`src/shared/ccp_cfg.svh`:
```
`ifndef CCP_CFG_SVH
`define CCP_CFG_SVH

// Register word addresses
`define ADDR_UNIT_CONTROL    2'h0
`define ADDR_VALUE_LOW_BYTE  2'h1
`define ADDR_VALUE_HIGH_BYTE 2'h2
`define ADDR_UNIT_STATUS     2'h3

// Control register layout
`define CTRL_RESET           8'h00
`define CTRL_WRITE_MASK      8'h3f
`define CTRL_MODE_MSB        3
`define CTRL_MODE_LSB        0
`define CTRL_DUTY_MSB        5
`define CTRL_DUTY_LSB        4

// Status register layout
`define STAT_FLAG_BIT        0

// Value register reset
`define VALUE_RESET          8'h00

// Mode select codes
`define MODE_OFF             4'h0
`define MODE_CMP_TOGGLE      4'h2
`define MODE_CAP_FALL        4'h4
`define MODE_CAP_RISE        4'h5
`define MODE_CAP_RISE4       4'h6
`define MODE_CAP_RISE16      4'h7
`define MODE_CMP_SET         4'h8
`define MODE_CMP_CLEAR       4'h9
`define MODE_CMP_SOFT        4'ha
`define MODE_CMP_SPECIAL     4'hb
`define MODE_PWM_LOW_TRUE    3'h7

// Capture prescaler wrap points (count minus one)
`define PRESCALE_WRAP_4      4'h3
`define PRESCALE_WRAP_16     4'hf

`endif

```
`src/shared/ccp_pkg.sv`:
```
package ccp_pkg;

    // Operating class decoded from the mode select field
    typedef enum logic [3:0] {
        unit_off     = 4'b0001,
        unit_capture = 4'b0010,
        unit_compare = 4'b0100,
        unit_pwm     = 4'b1000
    } unit_class_t;

    // Capture edge prescale selection
    typedef enum logic [1:0] {
        ratio_one     = 2'h0,
        ratio_four    = 2'h1,
        ratio_sixteen = 2'h2
    } prescale_ratio_t;

endpackage

```
`src/shared/pin_edge_if.sv`:
```
`timescale 1ns/1ps
interface pin_edge_if;
    logic rise;
    logic fall;

    modport drv (output rise, output fall);
    modport rcv (input rise, input fall);
endinterface

```
`src/verilog/capture_compare_pwm_unit.sv`:
```
`timescale 1ns/1ps
`include "ccp_cfg.svh"
// Functional notes
// - Value is 16 bits, reached as separate low and high byte registers.
// - Mode 0000 turns the unit off and clears prescaler, sub-count, PWM latch and pending reset.
// - Modes 0100-0111 capture on falling, rising, 4th rising, 16th rising edge.
// - Mode 0010 toggles the output on each match and sets the flag.
// - Mode 1000 drives output high, 1001 drives low on match; both set flag.
// - Mode 1010 sets only the flag on match; pin untouched.
// - Mode 1011 sets flag, resets timer one, starts conversion if enabled.
// - Modes 110x give active-high PWM, 111x active-low PWM; bit 0 ignored.
// - PWM duty is low byte (upper eight) plus control duty bits (lower two).
// - A qualifying capture event copies the 16-bit timer one count.
// - Each capture sets the flag; only software clears it.
// - A new capture overwrites an unread value.
// - Prescaler clears when off, in non-capture modes, and on reset.
// - Switching between capture prescales keeps the count; may raise flag.
// - Compare mode matches value against timer one; acts and sets flag.
// - Writing zero to the control register forces the compare latch low.
// - Trigger fires at match; timer one resets at its next increment.
// - A trigger-caused timer one reset does not set its overflow flag.
// - Changing the value so the match fails cancels the pending reset.
// - Writing zero to the control register drives PWM latch inactive.
// - After timer two hits period: clear it, set output unless 0%, reload duty.
// - PWM output clears when buffered duty equals timer two with sub-count.
module capture_compare_pwm_unit
    import ccp_pkg::*;
(
    input  wire logic        core_clk,
    input  wire logic        reset,
    input  wire logic [1:0]  reg_addr,
    input  wire logic [7:0]  reg_wdata,
    input  wire logic        reg_wr,
    input  wire logic        reg_rd,
    output logic      [7:0]  reg_rdata,
    input  wire logic        unit_pin_in,
    output logic             unit_pin_out,
    output logic             unit_pin_oe,
    input  wire logic [15:0] timer_one_count,
    input  wire logic        timer_one_tick,
    output logic             timer_one_reset,
    input  wire logic [7:0]  timer_two_count,
    input  wire logic [7:0]  timer_two_period,
    input  wire logic        timer_two_tick,
    output logic             timer_two_clear,
    input  wire logic        adc_enabled,
    output logic             special_event_trigger,
    output logic             adc_start,
    output logic             unit_interrupt_flag
);
    // Software-visible registers
    logic [7:0]       control_ff;
    logic [7:0]       value_low_ff;
    logic [7:0]       value_high_ff;
    logic             flag_ff;
    logic [7:0]       rdata_ff;

    // Unit state
    logic             cmp_latch_ff;
    logic             pwm_latch_ff;
    logic [1:0]       duty_latch_ff;
    logic [1:0]       sub_count_ff;
    logic             cmp_eval_ff;
    logic             reset_pending_ff;

    // Decoded control
    logic [3:0]       mode_select;
    logic [1:0]       duty_low_bits;
    unit_class_t      unit_class;
    prescale_ratio_t  ratio;
    logic             capture_step;
    logic             capture_fire;
    logic             capture_evt;
    logic             match_now;
    logic             match_evt;
    logic             period_evt;
    logic             duty_zero;
    logic             duty_hit;
    logic             ctrl_zero_wr;
    logic             low_wr;
    logic             high_wr;
    logic             flag_clr;
    logic [15:0]      value_pair;

    pin_edge_if edges ();

    assign mode_select   = control_ff[`CTRL_MODE_MSB:`CTRL_MODE_LSB];
    assign duty_low_bits = control_ff[`CTRL_DUTY_MSB:`CTRL_DUTY_LSB];
    // two byte halves form one value
    assign value_pair    = {value_high_ff, value_low_ff};

    // Decode the operating class
    always_comb begin
        case (mode_select)
            `MODE_CMP_TOGGLE,
            `MODE_CMP_SET,
            `MODE_CMP_CLEAR,
            `MODE_CMP_SOFT,
            `MODE_CMP_SPECIAL: unit_class = unit_compare;
            `MODE_CAP_FALL,
            `MODE_CAP_RISE,
            `MODE_CAP_RISE4,
            `MODE_CAP_RISE16:  unit_class = unit_capture;
            default: begin
                // low code bit ignored for PWM
                if (mode_select[3] && mode_select[2]) begin
                    unit_class = unit_pwm;
                end else begin
                    unit_class = unit_off;
                end
            end
        endcase
    end

    // Edge kind and prescale per capture code
    always_comb begin
        case (mode_select)
            `MODE_CAP_FALL:   capture_step = edges.fall;
            `MODE_CAP_RISE,
            `MODE_CAP_RISE4,
            `MODE_CAP_RISE16: capture_step = edges.rise;
            default:          capture_step = 1'b0;
        endcase
    end

    always_comb begin
        case (mode_select)
            `MODE_CAP_RISE4:  ratio = ratio_four;
            `MODE_CAP_RISE16: ratio = ratio_sixteen;
            default:          ratio = ratio_one;
        endcase
    end

    // pin synchronised, edges from clean level
    pin_edge_sync u_sync (
        .core_clk (core_clk),
        .reset    (reset),
        .pin_in   (unit_pin_in),
        .edges    (edges.drv)
    );

    edge_prescaler u_prescale (
        .core_clk (core_clk),
        .reset    (reset),
        .clear    (unit_class != unit_capture),
        .step     (capture_step),
        .ratio    (ratio),
        .fire     (capture_fire)
    );

    assign capture_evt = (unit_class == unit_capture) && capture_fire;

    // Register bus strobes
    assign low_wr       = reg_wr && (reg_addr == `ADDR_VALUE_LOW_BYTE);
    assign high_wr      = reg_wr && (reg_addr == `ADDR_VALUE_HIGH_BYTE) && (unit_class != unit_pwm);
    assign ctrl_zero_wr = reg_wr && (reg_addr == `ADDR_UNIT_CONTROL)
                          && ((reg_wdata & `CTRL_WRITE_MASK) == `CTRL_RESET);
    assign flag_clr     = reg_wr && (reg_addr == `ADDR_UNIT_STATUS) && reg_wdata[`STAT_FLAG_BIT];

    // Control register
    always_ff @(posedge core_clk or posedge reset) begin
        if (reset) begin
            control_ff <= `CTRL_RESET;
        end else if (reg_wr && (reg_addr == `ADDR_UNIT_CONTROL)) begin
            control_ff <= reg_wdata & `CTRL_WRITE_MASK;
        end
    end

    // evaluate one cycle after each timer one increment
    always_ff @(posedge core_clk or posedge reset) begin
        if (reset) begin
            cmp_eval_ff <= 1'b0;
        end else begin
            cmp_eval_ff <= timer_one_tick;
        end
    end

    assign match_now = (timer_one_count == value_pair);
    assign match_evt = (unit_class == unit_compare) && cmp_eval_ff && match_now;

    // Low byte: capture wins over a software write in the same cycle
    always_ff @(posedge core_clk or posedge reset) begin
        if (reset) begin
            value_low_ff <= `VALUE_RESET;
        end else if (capture_evt) begin
            value_low_ff <= timer_one_count[7:0];
        end else if (low_wr) begin
            value_low_ff <= reg_wdata;
        end
    end

    // High byte: capture, PWM reload, or software write
    always_ff @(posedge core_clk or posedge reset) begin
        if (reset) begin
            value_high_ff <= `VALUE_RESET;
        end else if (capture_evt) begin
            value_high_ff <= timer_one_count[15:8];
        end else if (period_evt) begin
            value_high_ff <= value_low_ff;
        end else if (high_wr) begin
            value_high_ff <= reg_wdata;
        end
    end

    // Interrupt flag, set beats clear
    always_ff @(posedge core_clk or posedge reset) begin
        if (reset) begin
            flag_ff <= 1'b0;
        end else if (capture_evt || match_evt) begin
            // match sets flag in every compare code
            flag_ff <= 1'b1;
        end else if (flag_clr) begin
            flag_ff <= 1'b0;
        end
    end

    // Compare output latch
    always_ff @(posedge core_clk or posedge reset) begin
        if (reset) begin
            cmp_latch_ff <= 1'b0;
        end else if (ctrl_zero_wr) begin
            // forced low on zero control write
            cmp_latch_ff <= 1'b0;
        end else if (match_evt) begin
            case (mode_select)
                `MODE_CMP_TOGGLE: cmp_latch_ff <= ~cmp_latch_ff;
                `MODE_CMP_SET:    cmp_latch_ff <= 1'b1;
                `MODE_CMP_CLEAR:  cmp_latch_ff <= 1'b0;
                default:          cmp_latch_ff <= cmp_latch_ff;
            endcase
        end
    end

    // pending timer one reset until its next increment
    always_ff @(posedge core_clk or posedge reset) begin
        if (reset) begin
            reset_pending_ff <= 1'b0;
        end else if (mode_select != `MODE_CMP_SPECIAL) begin
            reset_pending_ff <= 1'b0;
        end else if (match_evt) begin
            reset_pending_ff <= 1'b1;
        end else if (timer_one_tick || !match_now) begin
            reset_pending_ff <= 1'b0;
        end
    end

    assign special_event_trigger = match_evt && (mode_select == `MODE_CMP_SPECIAL);
    assign adc_start             = special_event_trigger && adc_enabled;
    // a clear, never counted as an overflow
    assign timer_one_reset       = reset_pending_ff && timer_one_tick && match_now;

    // period boundary on increment after equality
    assign period_evt      = (unit_class == unit_pwm) && timer_two_tick
                             && (timer_two_count == timer_two_period);
    assign timer_two_clear = period_evt;
    // ten-bit duty from low byte and duty bits
    assign duty_zero       = (value_low_ff == 8'h00) && (duty_low_bits == 2'h0);
    // buffered duty against extended timer two
    assign duty_hit        = {value_high_ff, duty_latch_ff} == {timer_two_count, sub_count_ff};

    // Two low-order sub-count bits between timer two increments
    always_ff @(posedge core_clk or posedge reset) begin
        if (reset) begin
            sub_count_ff <= 2'h0;
        end else if (timer_two_tick || (unit_class != unit_pwm)) begin
            sub_count_ff <= 2'h0;
        end else begin
            sub_count_ff <= sub_count_ff + 2'h1;
        end
    end

    // Duty low-bit latch, second half of the double buffer
    always_ff @(posedge core_clk or posedge reset) begin
        if (reset) begin
            duty_latch_ff <= 2'h0;
        end else if (period_evt) begin
            duty_latch_ff <= duty_low_bits;
        end
    end

    // PWM output latch
    always_ff @(posedge core_clk or posedge reset) begin
        if (reset) begin
            pwm_latch_ff <= 1'b0;
        end else if (ctrl_zero_wr || (unit_class != unit_pwm)) begin
            pwm_latch_ff <= 1'b0;
        end else if (period_evt) begin
            pwm_latch_ff <= !duty_zero;
        end else if (duty_hit) begin
            pwm_latch_ff <= 1'b0;
        end
    end

    // Pin drive per class
    always_comb begin
        case (unit_class)
            unit_compare: begin
                unit_pin_out = cmp_latch_ff;
                unit_pin_oe  = 1'b1;
            end
            unit_pwm: begin
                if (mode_select[3:1] == `MODE_PWM_LOW_TRUE) begin
                    unit_pin_out = ~pwm_latch_ff;
                end else begin
                    unit_pin_out = pwm_latch_ff;
                end
                unit_pin_oe = 1'b1;
            end
            default: begin
                unit_pin_out = 1'b0;
                unit_pin_oe  = 1'b0;
            end
        endcase
    end

    // Read data, valid only in the cycle after the strobe
    always_ff @(posedge core_clk or posedge reset) begin
        if (reset) begin
            rdata_ff <= 8'h00;
        end else if (reg_rd) begin
            case (reg_addr)
                `ADDR_UNIT_CONTROL:    rdata_ff <= control_ff;
                `ADDR_VALUE_LOW_BYTE:  rdata_ff <= value_low_ff;
                `ADDR_VALUE_HIGH_BYTE: rdata_ff <= value_high_ff;
                `ADDR_UNIT_STATUS:     rdata_ff <= {7'h00, flag_ff};
                default:               rdata_ff <= 8'h00;
            endcase
        end else begin
            rdata_ff <= 8'h00;
        end
    end

    assign reg_rdata           = rdata_ff;
    assign unit_interrupt_flag = flag_ff;
endmodule

```
`src/verilog/edge_prescaler.sv`:
```
`timescale 1ns/1ps
`include "ccp_cfg.svh"
module edge_prescaler
    import ccp_pkg::*;
(
    input  wire logic            core_clk,
    input  wire logic            reset,
    input  wire logic            clear,
    input  wire logic            step,
    input  prescale_ratio_t      ratio,
    output logic                 fire
);
    logic [3:0] count_ff;
    logic [3:0] wrap;

    // Wrap point for the selected ratio
    always_comb begin
        case (ratio)
            ratio_four:    wrap = `PRESCALE_WRAP_4;
            ratio_sixteen: wrap = `PRESCALE_WRAP_16;
            default:       wrap = 4'h0;
        endcase
    end

    assign fire = step && (count_ff >= wrap);

    // Counts qualifying edges; clear wins over counting
    always_ff @(posedge core_clk or posedge reset) begin
        if (reset) begin
            count_ff <= 4'h0;
        end else if (clear) begin
            count_ff <= 4'h0;
        end else if (fire) begin
            count_ff <= 4'h0;
        end else if (step) begin
            count_ff <= count_ff + 4'h1;
        end
    end
endmodule

```
`src/verilog/pin_edge_sync.sv`:
```
`timescale 1ns/1ps
module pin_edge_sync (
    input  wire logic core_clk,
    input  wire logic reset,
    input  wire logic pin_in,
    pin_edge_if.drv   edges
);
    logic meta_ff;
    logic sync_ff;
    logic prev_ff;

    // Two-stage synchroniser, then one history stage
    always_ff @(posedge core_clk or posedge reset) begin
        if (reset) begin
            meta_ff <= 1'b0;
            sync_ff <= 1'b0;
            prev_ff <= 1'b0;
        end else begin
            meta_ff <= pin_in;
            sync_ff <= meta_ff;
            prev_ff <= sync_ff;
        end
    end

    // Edge pulses from the synchronised level only
    assign edges.rise = sync_ff & ~prev_ff;
    assign edges.fall = ~sync_ff & prev_ff;
endmodule
```
`config.mk`:
```
export PLATFORM = sky130hd
export DESIGN_NAME = capture_compare_pwm_unit
export DESIGN_NICKNAME = d
export VERILOG_FILES = /design/src/shared/ccp_pkg.sv /design/src/shared/pin_edge_if.sv /design/src/verilog/capture_compare_pwm_unit.sv /design/src/verilog/edge_prescaler.sv /design/src/verilog/pin_edge_sync.sv
export VERILOG_INCLUDE_DIRS = /design/src /design/src/shared
export SDC_FILE = /design/constraint.sdc
export NUM_CORES = 1
export LEC_CHECK = 0
export ABC_AREA = 1
export BUFFER_PORTS_ARGS = -buffer_cell sky130_fd_sc_hd__buf_4
export CAP_MARGIN = 25
export CORE_MARGIN = 4
export CORE_UTILIZATION = 25
export CTS_CLUSTER_SIZE = 12
export DETAILED_ROUTE_END_ITERATION = 16
export SLEW_MARGIN = 20
export SYNTH_ARGS = -nofsm -noshare
export SYNTH_HDL_FRONTEND = slang
export SYNTH_HIERARCHICAL = 1
export SYNTH_SLANG_ARGS = --single-unit
export TNS_END_PERCENT = 1
```
`constraint.sdc`:
```
create_clock -name core_clk -period 2.65 [get_ports core_clk]
set_input_delay 0.53 -clock core_clk [delete_from_list [all_inputs] [get_ports core_clk]]
set_output_delay 0.53 -clock core_clk [all_outputs]
set_load 0.02 [all_outputs]
```
==> results of run 1 <==
==> per-stage QoR <==
| stage | setup slack [ns] | cell area [sq um] | total power, mW | TNS (ns) | hold slack (ns) |
|---|---|---|---|---|---|
| global route | -0.04716 | 4259 | 2.676 | -0.2685 | 0.1342 |
| finish | 0.1078 | 4259 | 2.508 | 0 | 0.1171 |
| global placement | 0.1358 | 3920 | 1.725 | 0 | 0.3422 |
| CTS | 0.03928 | 4086 | 2.459 | 0 | 0.1188 |
| detailed placement | 0.05519 | 3920 | 1.736 | 0 | 0.3379 |
| floorplan | 0.09568 | 3176 | 1.417 | 0 | 0.2836 |
==> layout by cell type (no fill, tap or decap), types with 2 or more instances in the layout <==
cell type                   count
sky130_fd_sc_hd__inv_4          2
sky130_fd_sc_hd__a21oi_1        8
sky130_fd_sc_hd__nand2_4        2
sky130_fd_sc_hd__o22ai_1       12
sky130_fd_sc_hd__inv_1         77
sky130_fd_sc_hd__buf_12         2
sky130_fd_sc_hd__nor4_1         2
sky130_fd_sc_hd__xor2_1         4
sky130_fd_sc_hd__o21bai_1       3
sky130_fd_sc_hd__clkbuf_16      6
sky130_fd_sc_hd__nor3_1         7
sky130_fd_sc_hd__dfrtp_1       43
sky130_fd_sc_hd__dfrtp_2        3
sky130_fd_sc_hd__nand3_1       35
sky130_fd_sc_hd__nand2_1      122
sky130_fd_sc_hd__o21ai_0       22
sky130_fd_sc_hd__nor2_1        47
sky130_fd_sc_hd__o21ai_1        5
sky130_fd_sc_hd__inv_2         12
sky130_fd_sc_hd__nor2_2         7
sky130_fd_sc_hd__ha_1           2
sky130_fd_sc_hd__xnor2_1        5
sky130_fd_sc_hd__nand4_1        4
sky130_fd_sc_hd__ha_4           4
sky130_fd_sc_hd__nand3_2        3
sky130_fd_sc_hd__o211ai_1       5
sky130_fd_sc_hd__nand2_2        5
sky130_fd_sc_hd__nor2_4         2
sky130_fd_sc_hd__buf_4         77
sky130_fd_sc_hd__a21oi_2        6
==> sequential cells by signal, summed over array words and instances (netlist names) <==
name,count
reg_rdata,8
value_high_ff,8
value_low_ff,8
control_ff,6
u_prescale/count_ff,4
duty_latch_ff,2
sub_count_ff,2
cmp_eval_ff,1
cmp_latch_ff,1
pwm_latch_ff,1
reset_pending_ff,1
u_sync/meta_ff,1
u_sync/prev_ff,1
u_sync/sync_ff,1
unit_interrupt_flag,1
==> kinds of logic after synthesis <==
| family | count (synthesis) | share of synthesized area (%) |
|---|---|---|
| AND/OR/NAND/NOR | 241 | 32.90 |
| buffers and inverters | 99 | 12.77 |
| AO/OA/AOI/OAI | 68 | 13.24 |
| flip-flops | 46 | 36.25 |
| XOR/XNOR | 9 | 2.482 |
| adder cells (fa/ha/maj) | 6 | 2.364 |
==> metal layers <==
metal / share of wire [%] / GRT usage, %
met1: 45 / 17.84
met2: 49 / 22.53
met3: 5.2 / 2.385
met4: 1.7 / 3.824
met5: 0 / 0
==> worst paths after layout <==
kind | to | startpoint | slack, ns
hold / removal | u_sync/sync_ff | reset | 0.12
setup / recovery | value_high_ff[7] | control_ff[3] | 0.11
max in group asynchronous | value_low_ff[7] | reset | 1.88
setup reg to reg | value_high_ff[7] | control_ff[3] | 0.11
min in group core_clk | u_sync/meta_ff | unit_pin_in | 0.35
hold reg to reg | u_sync/sync_ff | u_sync/meta_ff | 0.36
==> what timing repair did <==
item                       4_1_cts  5_1_grt
setup endpoints to repair        0       19
resized for setup                0       30
hold endpoints to repair         0        0
buffers inserted                 0        3
==> critical path, stage by stage, from the launching register on <==
cell and delay, ns:
sky130_fd_sc_hd__dfrtp_1 0.40, sky130_fd_sc_hd__inv_2 0.10, sky130_fd_sc_hd__nand2_4 0.07, sky130_fd_sc_hd__nor3_2 0.17, sky130_fd_sc_hd__inv_1 0.09, sky130_fd_sc_hd__ha_4 0.29
sky130_fd_sc_hd__inv_2 0.04, sky130_fd_sc_hd__ha_4 0.23, sky130_fd_sc_hd__nand2_2 0.05, sky130_fd_sc_hd__inv_1 0.04, sky130_fd_sc_hd__nand2_2 0.06, sky130_fd_sc_hd__nand3_2 0.06
sky130_fd_sc_hd__nand2_2 0.07, sky130_fd_sc_hd__inv_2 0.05, sky130_fd_sc_hd__inv_4 0.06, sky130_fd_sc_hd__nor2_8 0.04, sky130_fd_sc_hd__a31oi_4 0.24, sky130_fd_sc_hd__clkbuf_16 0.21
sky130_fd_sc_hd__a21oi_2 0.05, sky130_fd_sc_hd__nand2_1 0.07, sky130_fd_sc_hd__nand2_1 0.04
==> power by group <==
part | switching, mW | total, mW | internal [mW]
Combinational | 0.474 | 0.817 | 0.342
Sequential | 0.149 | 0.972 | 0.823
Clock | 0.273 | 0.719 | 0.446
Total | 0.896 | 2.51 | 1.61
==> final cells by class <==
class | instances | area (sq um)
repair buffers | 80 | 643.1
well taps | 168 | 210.2
fillers | 1328 | 7953
multi-input cells | 324 | 1738
flip-flops and latches | 46 | 1155
clock buffers | 6 | 128.9
clock inverters | 2 | 37.54
inverters | 91 | 346.6
==> flow_metrics.tcl, run 1 <==
set metrics [dict create \
    worstSetupEndpointType "flip-flop" \
    port_buffers 64 \
    hold_class "primary input to async pin" \
    async_flop_share_pct 100.0 \
    synthDominantAreaCellType "sky130_fd_sc_hd__dfrtp_1" \
    syn-instance-count 469 \
    first_global_vias 3177 \
    fin_skew_ns 0.009805 \
    fin_crit_sh_pct 95.93 \
    yosysUniqueCellTypes 37 \
    worst-setup-path-type "flip-flop to flip-flop" \
    path_max_fanout 8 \
    synth_sequential_area_ratio_pct 36.25 \
    clock_tree.htree_level_count 2 \
    chipWidth_um 120.7 \
    synth_enable_flop_cells 0 \
    drc_errors 0 \
    place_hpwl_um 7619 \
    postSynthRegisterBits 46 \
    power-per-cell-area_mw_per_mm2 588.8 \
    cts-buffers-inserted 5 \
    final_cell_count_no_fill 717 \
    post-route-min-period_ns 2.542 \
    routed_wl_um 9686 \
    drt-pass1-iter-count 6 \
    most_common_library_cells_after_synthesis "125 x sky130_fd_sc_hd__nand2_1, 82 x sky130_fd_sc_hd__inv_1, 50 x sky130_fd_sc_hd__nor2_1" \
    clkLatencyLatePin_ns 0.29 \
    grt_first_pass_wirelength_um 15750 \
    r2r_cells 20 \
    core-area_sq_mm 0.01221 \
    outcome "finished, final reports clean" \
    flow.area_growth_from_synthesis_pct 34.12 \
    antenna_fix_cells 0 \
    vdd_ir_drop_max_mv 0.2747 \
    clk_path_buf_depth 2 \
    core.rowCount 40 \
    syn-cell-area_sq_mm 0.003176 \
    ys.flop_type "sky130_fd_sc_hd__dfrtp_1" \
    floorplan.initialDensity_pct 26.00 \
    detailedRoute.firstIterationViolations 329 \
    grt_use_total_pct 13.48 \
    maxCapViolations 0 \
    final-max-slew-violation-count 0 \
    finish.utilization_pct 34.88 \
    yosysMostFrequentCell "sky130_fd_sc_hd__nand2_1" \
    synth.net_count 525 \
    yosys_warnings 6 \
    worst_slew_margin_rel_pct 65.18 \
    cp.required_ns 2.84 \
    post-synth-top-area-fraction_pct 36.25 \
    die_h_um 120.7 \
    synthesis.area_per_instance_sq_um 6.771 \
    timing.fmax_ghz 0.3934 \
    cts_tree "yes" \
    wire_per_inst_um 13.51 \
    worst-slew-pin-transition_ns 0.5224 \
    cts.clk_slew.worst_paths_ns 0.07 \
    grt-ovfl-total 0 \
    final_net_count 604 \
    place_congestion 0.8485 \
    vias 3252 \
    final_hold_viol_count 0 \
    cts_root_buf "sky130_fd_sc_hd__clkbuf_16" \
    grt_start_max_net_pins 40 \
    design.die.area_sq_mm 0.01457 \
    antenna_violations_before_repair 0 \
    antenna_violating_nets_post_route 0 \
    numClockSinks 46 \
    setup_violation_total_in_the_final_timing_report 0 \
    dpl.cell_count 705 \
    timing.critical_path.from_type "flip-flop" \
    route.detailed.vias_per_inst 4.536 \
    p_leak_nw 2.238 \
    holdBufCountCts 0 \
    top_level_ports 65 \
    ratio_of_cells_with_drive_above_1_in_the_final_layout_pct 25.14 \
    netlist_top_cells_area "sky130_fd_sc_hd__dfrtp_1 36%, sky130_fd_sc_hd__nand2_1 15%, sky130_fd_sc_hd__inv_1 9.7%" \
    arrival_time_of_the_worst_setup_path_ns 2.73 \
]
Power figures use the tool's default switching activity.
==> run 2: changes to the inputs <==
Settings changed: SETUP_SLACK_MARGIN from default to 0.2.
==> run 2 against run 1 <==
Effect of this change: flip-flop and latch count did not move; total power down 1.6%; maximum frequency up 1.1%; combinational power increased by 4.3%; global-route usage down 0.056 points; die area is the same; clock power decreased by 11%; clock-buffer cell count grew 1.
==> flow_metrics.tcl, run 2 (synthesized netlist as in run 1, its figures left out) <==
set metrics [dict create \
    power_frac_seq_pct 39.5 \
    drc_errors 0 \
    power.total_mw 2.468 \
    vdd_ir_drop_max_mv 0.2387 \
    ratio_of_cells_with_drive_above_1_in_the_final_layout_pct 26.76 \
    numClockSinks 46 \
    detailedRoute.firstIterationViolations 191 \
    routed_wl_um 9944 \
    grt_first_pass_wirelength_um 15860 \
    r2r_cells 20 \
    crit-reg2reg-capture "value_high_ff[7]" \
    worst-slew-pin-transition_ns 0.5477 \
    arrival_time_of_the_worst_setup_path_ns 2.74 \
    place_hpwl_um 7656 \
    core-area_sq_mm 0.01221 \
    chipWidth_um 120.7 \
    drt-pass1-iter-count 5 \
    cts_tree "yes" \
    p_sw_share_pct 36.77 \
    final_hold_viol_count 0 \
    maxCapViolations 0 \
    setup_ws_ns 0.1366 \
    cp_slowest_cell "sky130_fd_sc_hd__dfrtp_1" \
    final-max-slew-violation-count 0 \
    p_int_mw 1.560 \
    top_level_ports 65 \
    totalNegativeSetupSlack_ns 0 \
    power-per-cell-area_mw_per_mm2 573.2 \
    timing.critical_path.from_type "flip-flop" \
    die_h_um 120.7 \
    final_cell_count_no_fill 721 \
    p_sw_mw 0.9076 \
    port_buffers 64 \
    grt_setup_unrepaired "yes" \
    vias 3305 \
    layout.cells.most_common_list "120 x sky130_fd_sc_hd__nand2_1, 80 x sky130_fd_sc_hd__buf_4, 76 x sky130_fd_sc_hd__inv_1, 45 x sky130_fd_sc_hd__nor2_1, 42 x sky130_fd_sc_hd__dfrtp_1" \
    final_area_sq_mm 0.004305 \
    cp.required_ns 2.88 \
    clkPwrFrac_pct 25.9 \
    final-seq-area_sq_mm 0.001156 \
    clkLatencyLatePin_ns 0.29 \
    r2r_slack_ns 0.14 \
    outcome "finished, final reports clean" \
    floorplan.initialDensity_pct 26.00 \
    flow.area_growth_from_synthesis_pct 35.58 \
    fill_cell_count 1303 \
    core.rowCount 40 \
    reg2reg_from "control_ff[3]" \
    post-route-min-period_ns 2.513 \
    grt_use_total_pct 13.42 \
    critPathMaxStageDelay_ns 0.39 \
    p_leak_nw 2.260 \
    fin_skew_ns 0.006272 \
    worst_setup_path_end "value_high_ff[7]" \
    clock_tree.htree_level_count 2 \
    place_congestion 0.9394 \
    grt-ovfl-total 0 \
    antenna_violating_nets_post_route 0 \
    wire_per_inst_um 13.79 \
    grt_start_max_net_pins 40 \
    final_net_count 608 \
    finish.utilization_pct 35.26 \
    hold_class "primary input to async pin" \
    path_max_fanout 8 \
    share_comb_of_total_power_pct 34.5 \
    post-place-ws_ns 0.05249 \
    setup.worst_path.start "control_ff[3]" \
    dpl.cell_count 704 \
    cts_root_buf "sky130_fd_sc_hd__clkbuf_16" \
    design.die.area_sq_mm 0.01457 \
    worst-setup-path-type "flip-flop to flip-flop" \
    setup_violation_total_in_the_final_timing_report 0 \
    detailed_place.area_sq_mm 0.003905 \
    timing.fmax_ghz 0.3979 \
    worstSetupEndpointType "flip-flop" \
    most_frequent_standard_cell_in_the_layout_excluding_fill_and_tap_cells "sky130_fd_sc_hd__nand2_1" \
    cells_along_the_critical_path "inv_2 -> nand2_4 -> nor3_2 -> inv_1 -> ha_4 -> inv_4 -> ha_4 -> nand2_2 -> inv_2 -> nand2_2 -> nand3_2 -> nand2_2 -> inv_2 -> inv_4 -> nor2_8 -> a31oi_4 -> buf_12 -> buf_16 -> nand3_1 -> nand2_1" \
    first_global_vias 3116 \
    multiInputGateArea_sq_mm 0.001763 \
    route.detailed.vias_per_inst 4.584 \
    worst_slew_margin_rel_pct 63.49 \
    antenna_fix_cells 0 \
    cts.clk_slew.worst_paths_ns 0.07 \
    antenna_violations_before_repair 0 \
    cts-buffers-inserted 5 \
    whs_ns 0.1139 \
    clk_path_buf_depth 2 \
    fin_crit_sh_pct 94.85 \
]
run 2: worst min-delay path by stage:
stage	start	end	slack [ns]	cells past startpoint
floorplan	reset	u_sync/meta_ff	0.28	1
global placement	u_sync/meta_ff	u_sync/sync_ff	0.34	0
detailed placement	u_sync/meta_ff	u_sync/sync_ff	0.34	0
CTS	reset	u_sync/prev_ff	0.12	2
global route	reset	u_sync/meta_ff	0.13	2
finish	reset	u_sync/sync_ff	0.11	2
run 2: what timing repair did:
action                                  in CTS  in global routing
resized for setup                           13                 28
endpoints found under the setup margin      17                 20
cloned                                       1                  0
hold buffers                                 0                  0
pin swaps                                   11                 12
buffers inserted                             4                  4
run 2: critical path, delay by kind of cell, from the launching register on:
family                     cells  cell delay (ns)
adders and majority gates      2             0.53
and+or+nand+nor                9             0.67
AOI/OAI and AO/OA              1             0.23
DFF                            1             0.39
buffers and inverters          8             0.62
run 2: cell type report:
| class | instances | area share, % |
|---|---|---|
| clock buffer | 7 | 3.313 |
| clock inverter | 1 | 0.1162 |
| inverter | 91 | 8.108 |
| multi-input combinational | 324 | 40.95 |
| sequential | 46 | 26.85 |
| tap | 168 | 4.882 |
| timing repair buffer | 84 | 15.78 |
run 2: layer usage:
metal / GRT usage (%) / vias to the layer above / wire length [um]
li1: - / 1647 / -
met1: 18.33 / 1537 / 4381
met2: 21.90 / 105 / 4838
met3: 2.432 / 16 / 527
met4: 3.470 / 0 / 196
met5: 0 / - / 0
run 2: power by group through the flow:
| stage | sequential [mW] | clock [mW] | combinational, mW |
|---|---|---|---|
| after floorplan | 0.957 | 0 | 0.464 |
| after detailed placement | 0.978 | 0 | 0.759 |
| after CTS | 0.969 | 0.647 | 0.798 |
| after global routing | 0.994 | 0.673 | 0.950 |
| after global placement | 0.976 | 0 | 0.752 |
| final | 0.975 | 0.640 | 0.852 |
==> run 3: changes to the inputs <==
Settings changed: CORE_UTILIZATION 25 to 46, PLACE_DENSITY from default to 0.71.
==> run 3 against run 2 <==
Effect of this change: clock-buffer cell count decreased by 2; via count is 0.45% higher; largest cell class unchanged; cell count shrank 12%; register-to-register slack better by 0.07 ns; flip-flop and latch count stayed put; core utilization rose by 26 points; sequential power fell by 1%; combinational power increased by 0.5%; critical path type is now flip-flop to output pin.
==> flow_metrics.tcl, run 3 (synthesized netlist as in run 1, its figures left out) <==
set metrics [dict create \
    numClockSinks 46 \
    r2r_slack_ns 0.21 \
    antenna_violating_nets_post_route 0 \
    die_h_um 91.09 \
    design.die.area_sq_mm 0.008296 \
    path_max_fanout 5 \
    timing.fmax_ghz 0.4029 \
    drt-pass1-iter-count 5 \
    crit-reg2reg-capture "value_high_ff[5]" \
    final_net_count 613 \
    fin_skew_ns 0.006363 \
    place_congestion 0.9228 \
    route.detailed.vias_per_inst 5.204 \
    setup_violation_total_in_the_final_timing_report 0 \
    dpl.cell_count 615 \
    cts_root_buf "sky130_fd_sc_hd__clkbuf_8" \
    cts-buffers-inserted 5 \
    reg2reg_from "control_ff[3]" \
    detailedRoute.firstIterationViolations 248 \
    core-area_sq_mm 0.006756 \
    clk_path_buf_depth 2 \
    top_level_ports 65 \
    clkLatencyLatePin_ns 0.31 \
    layout.cells.most_common_list "125 x sky130_fd_sc_hd__nand2_1, 85 x sky130_fd_sc_hd__buf_4, 78 x sky130_fd_sc_hd__inv_1, 41 x sky130_fd_sc_hd__nor2_1, 41 x sky130_fd_sc_hd__dfrtp_1" \
    p_leak_nw 2.235 \
    finish.utilization_pct 61.26 \
    grt-ovfl-total 0 \
    port_buffers 64 \
    hold_class "primary input to async pin" \
    arrival_time_of_the_worst_setup_path_ns 1.95 \
    floorplan.initialDensity_pct 47.00 \
    drc_errors 0 \
    grt_setup_unrepaired "yes" \
    first_global_vias 3079 \
    power-per-cell-area_mw_per_mm2 550.7 \
    final_area_sq_mm 0.004139 \
    totalNegativeSetupSlack_ns 0 \
    grt_use_total_pct 22.54 \
    cp.required_ns 2.12 \
    grt_first_pass_wirelength_um 15030 \
    flow.area_growth_from_synthesis_pct 30.34 \
    vdd_ir_drop_max_mv 0.2965 \
    final_hold_viol_count 0 \
    worstSetupEndpointType "output pin" \
    routed_wl_um 9187 \
    chipWidth_um 91.09 \
    grt_start_max_net_pins 40 \
    worst-setup-path-type "flip-flop to output pin" \
    vias 3320 \
    maxCapViolations 0 \
    antenna_violations_before_repair 0 \
    clock_tree.htree_level_count 2 \
    worst-slew-pin-transition_ns 0.5132 \
    r2r_cells 20 \
    cts_tree "yes" \
    fin_crit_sh_pct 93.66 \
    final_cell_count_no_fill 638 \
    cts.clk_slew.worst_paths_ns 0.10 \
    detailed_place.area_sq_mm 0.003787 \
    wire_per_inst_um 14.40 \
    timing.critical_path.from_type "flip-flop" \
    final-max-slew-violation-count 0 \
    post-route-min-period_ns 2.482 \
    most_frequent_standard_cell_in_the_layout_excluding_fill_and_tap_cells "sky130_fd_sc_hd__nand2_1" \
    outcome "finished, final reports clean" \
    core.rowCount 30 \
    ratio_of_cells_with_drive_above_1_in_the_final_layout_pct 26.70 \
    worst_slew_margin_rel_pct 65.78 \
    place_hpwl_um 7024 \
    antenna_fix_cells 0 \
]
-- run 3: changes by cell type in the layout (fill, tap and decap cells not counted), moves of 3 or more --
| cell | previous run | this run |
|---|---|---|
| sky130_fd_sc_hd__nor2_1 | 45 | 41 |
| sky130_fd_sc_hd__nor2_4 | 3 | 7 |
| sky130_fd_sc_hd__clkbuf_8 | 1 | 5 |
| sky130_fd_sc_hd__nand2_2 | 7 | 2 |
| sky130_fd_sc_hd__nand3_2 | 5 | 1 |
| sky130_fd_sc_hd__a21oi_2 | 3 | 6 |
| sky130_fd_sc_hd__buf_4 | 80 | 85 |
| sky130_fd_sc_hd__clkbuf_16 | 5 | 0 |
| sky130_fd_sc_hd__nand2_1 | 120 | 125 |
| sky130_fd_sc_hd__inv_4 | 3 | 0 |
| sky130_fd_sc_hd__nand3_1 | 33 | 37 |
-- run 3: worst max-delay path, stage by stage, from the launching register on --
cell and delay [ns]:
sky130_fd_sc_hd__dfrtp_2 0.44, sky130_fd_sc_hd__inv_1 0.07, sky130_fd_sc_hd__nand2_1 0.06, sky130_fd_sc_hd__nand2_1 0.04
sky130_fd_sc_hd__nor2_1 0.15, sky130_fd_sc_hd__nand2_1 0.09, sky130_fd_sc_hd__nor2_2 0.19, sky130_fd_sc_hd__nand3_2 0.18
sky130_fd_sc_hd__nor2_2 0.14, sky130_fd_sc_hd__inv_1 0.06, sky130_fd_sc_hd__nor2_1 0.08, sky130_fd_sc_hd__buf_4 0.14
-- run 3: layout make-up --
cell class / instances / area, sq um
fillers: 651 / 2618
clock inverters: 3 / 25.02
clock buffers: 5 / 68.82
inverters: 91 / 346.6
flip-flops and latches: 46 / 1157
multi-input cells: 325 / 1757
well taps: 80 / 100.1
repair buffers: 88 / 684.4
-- run 3: worst max path at each step --
stage                          from          endpoint  slack (ns)  depth (start not counted)
finish              value_low_ff[7]         adc_start        0.17                         11
global route          control_ff[3]  value_high_ff[7]        0.05                         20
CTS                   control_ff[3]   value_low_ff[7]        0.18                         19
detailed placement    control_ff[0]   value_low_ff[7]       -0.02                         16
global placement      control_ff[0]   value_low_ff[6]        0.13                         16
floorplan             control_ff[3]  value_high_ff[0]        0.20                         19
-- run 3: timing repair --
action                     CTS  global route
pin swaps                    3             3
setup buffers               12             2
hold buffers                 0             0
gates resized for setup     21            17
setup endpoints to repair   18            18
hold endpoints to repair     0             0
cloned                       0             1
-- run 3: report_power, final --
part | switching [mW] | internal (mW)
clock network | 0.271 | 0.191
registers | 0.137 | 0.824
logic | 0.492 | 0.364
total | 0.901 | 1.38
-- run 3: stage by stage --
step	worst slack [ns]	power, mW	hold slack, ns
finish	0.1680	2.279	0.08732
global route	0.04610	2.432	0.08675
CTS	0.1834	2.248	0.08708
detailed placement	-0.02056	1.724	0.3479
global placement	0.1316	1.710	0.3414
floorplan	0.2008	1.421	0.2836
-- run 3: routing by layer --
metal | up-vias | track usage [%] | wire (um)
met1 | 1512 | 30.89 | 4167
li1 | 1663 | - | -
met2 | 121 | 36.91 | 4244
met5 | - | 0 | 0
met4 | 0 | 6.156 | 211
met3 | 24 | 3.645 | 563
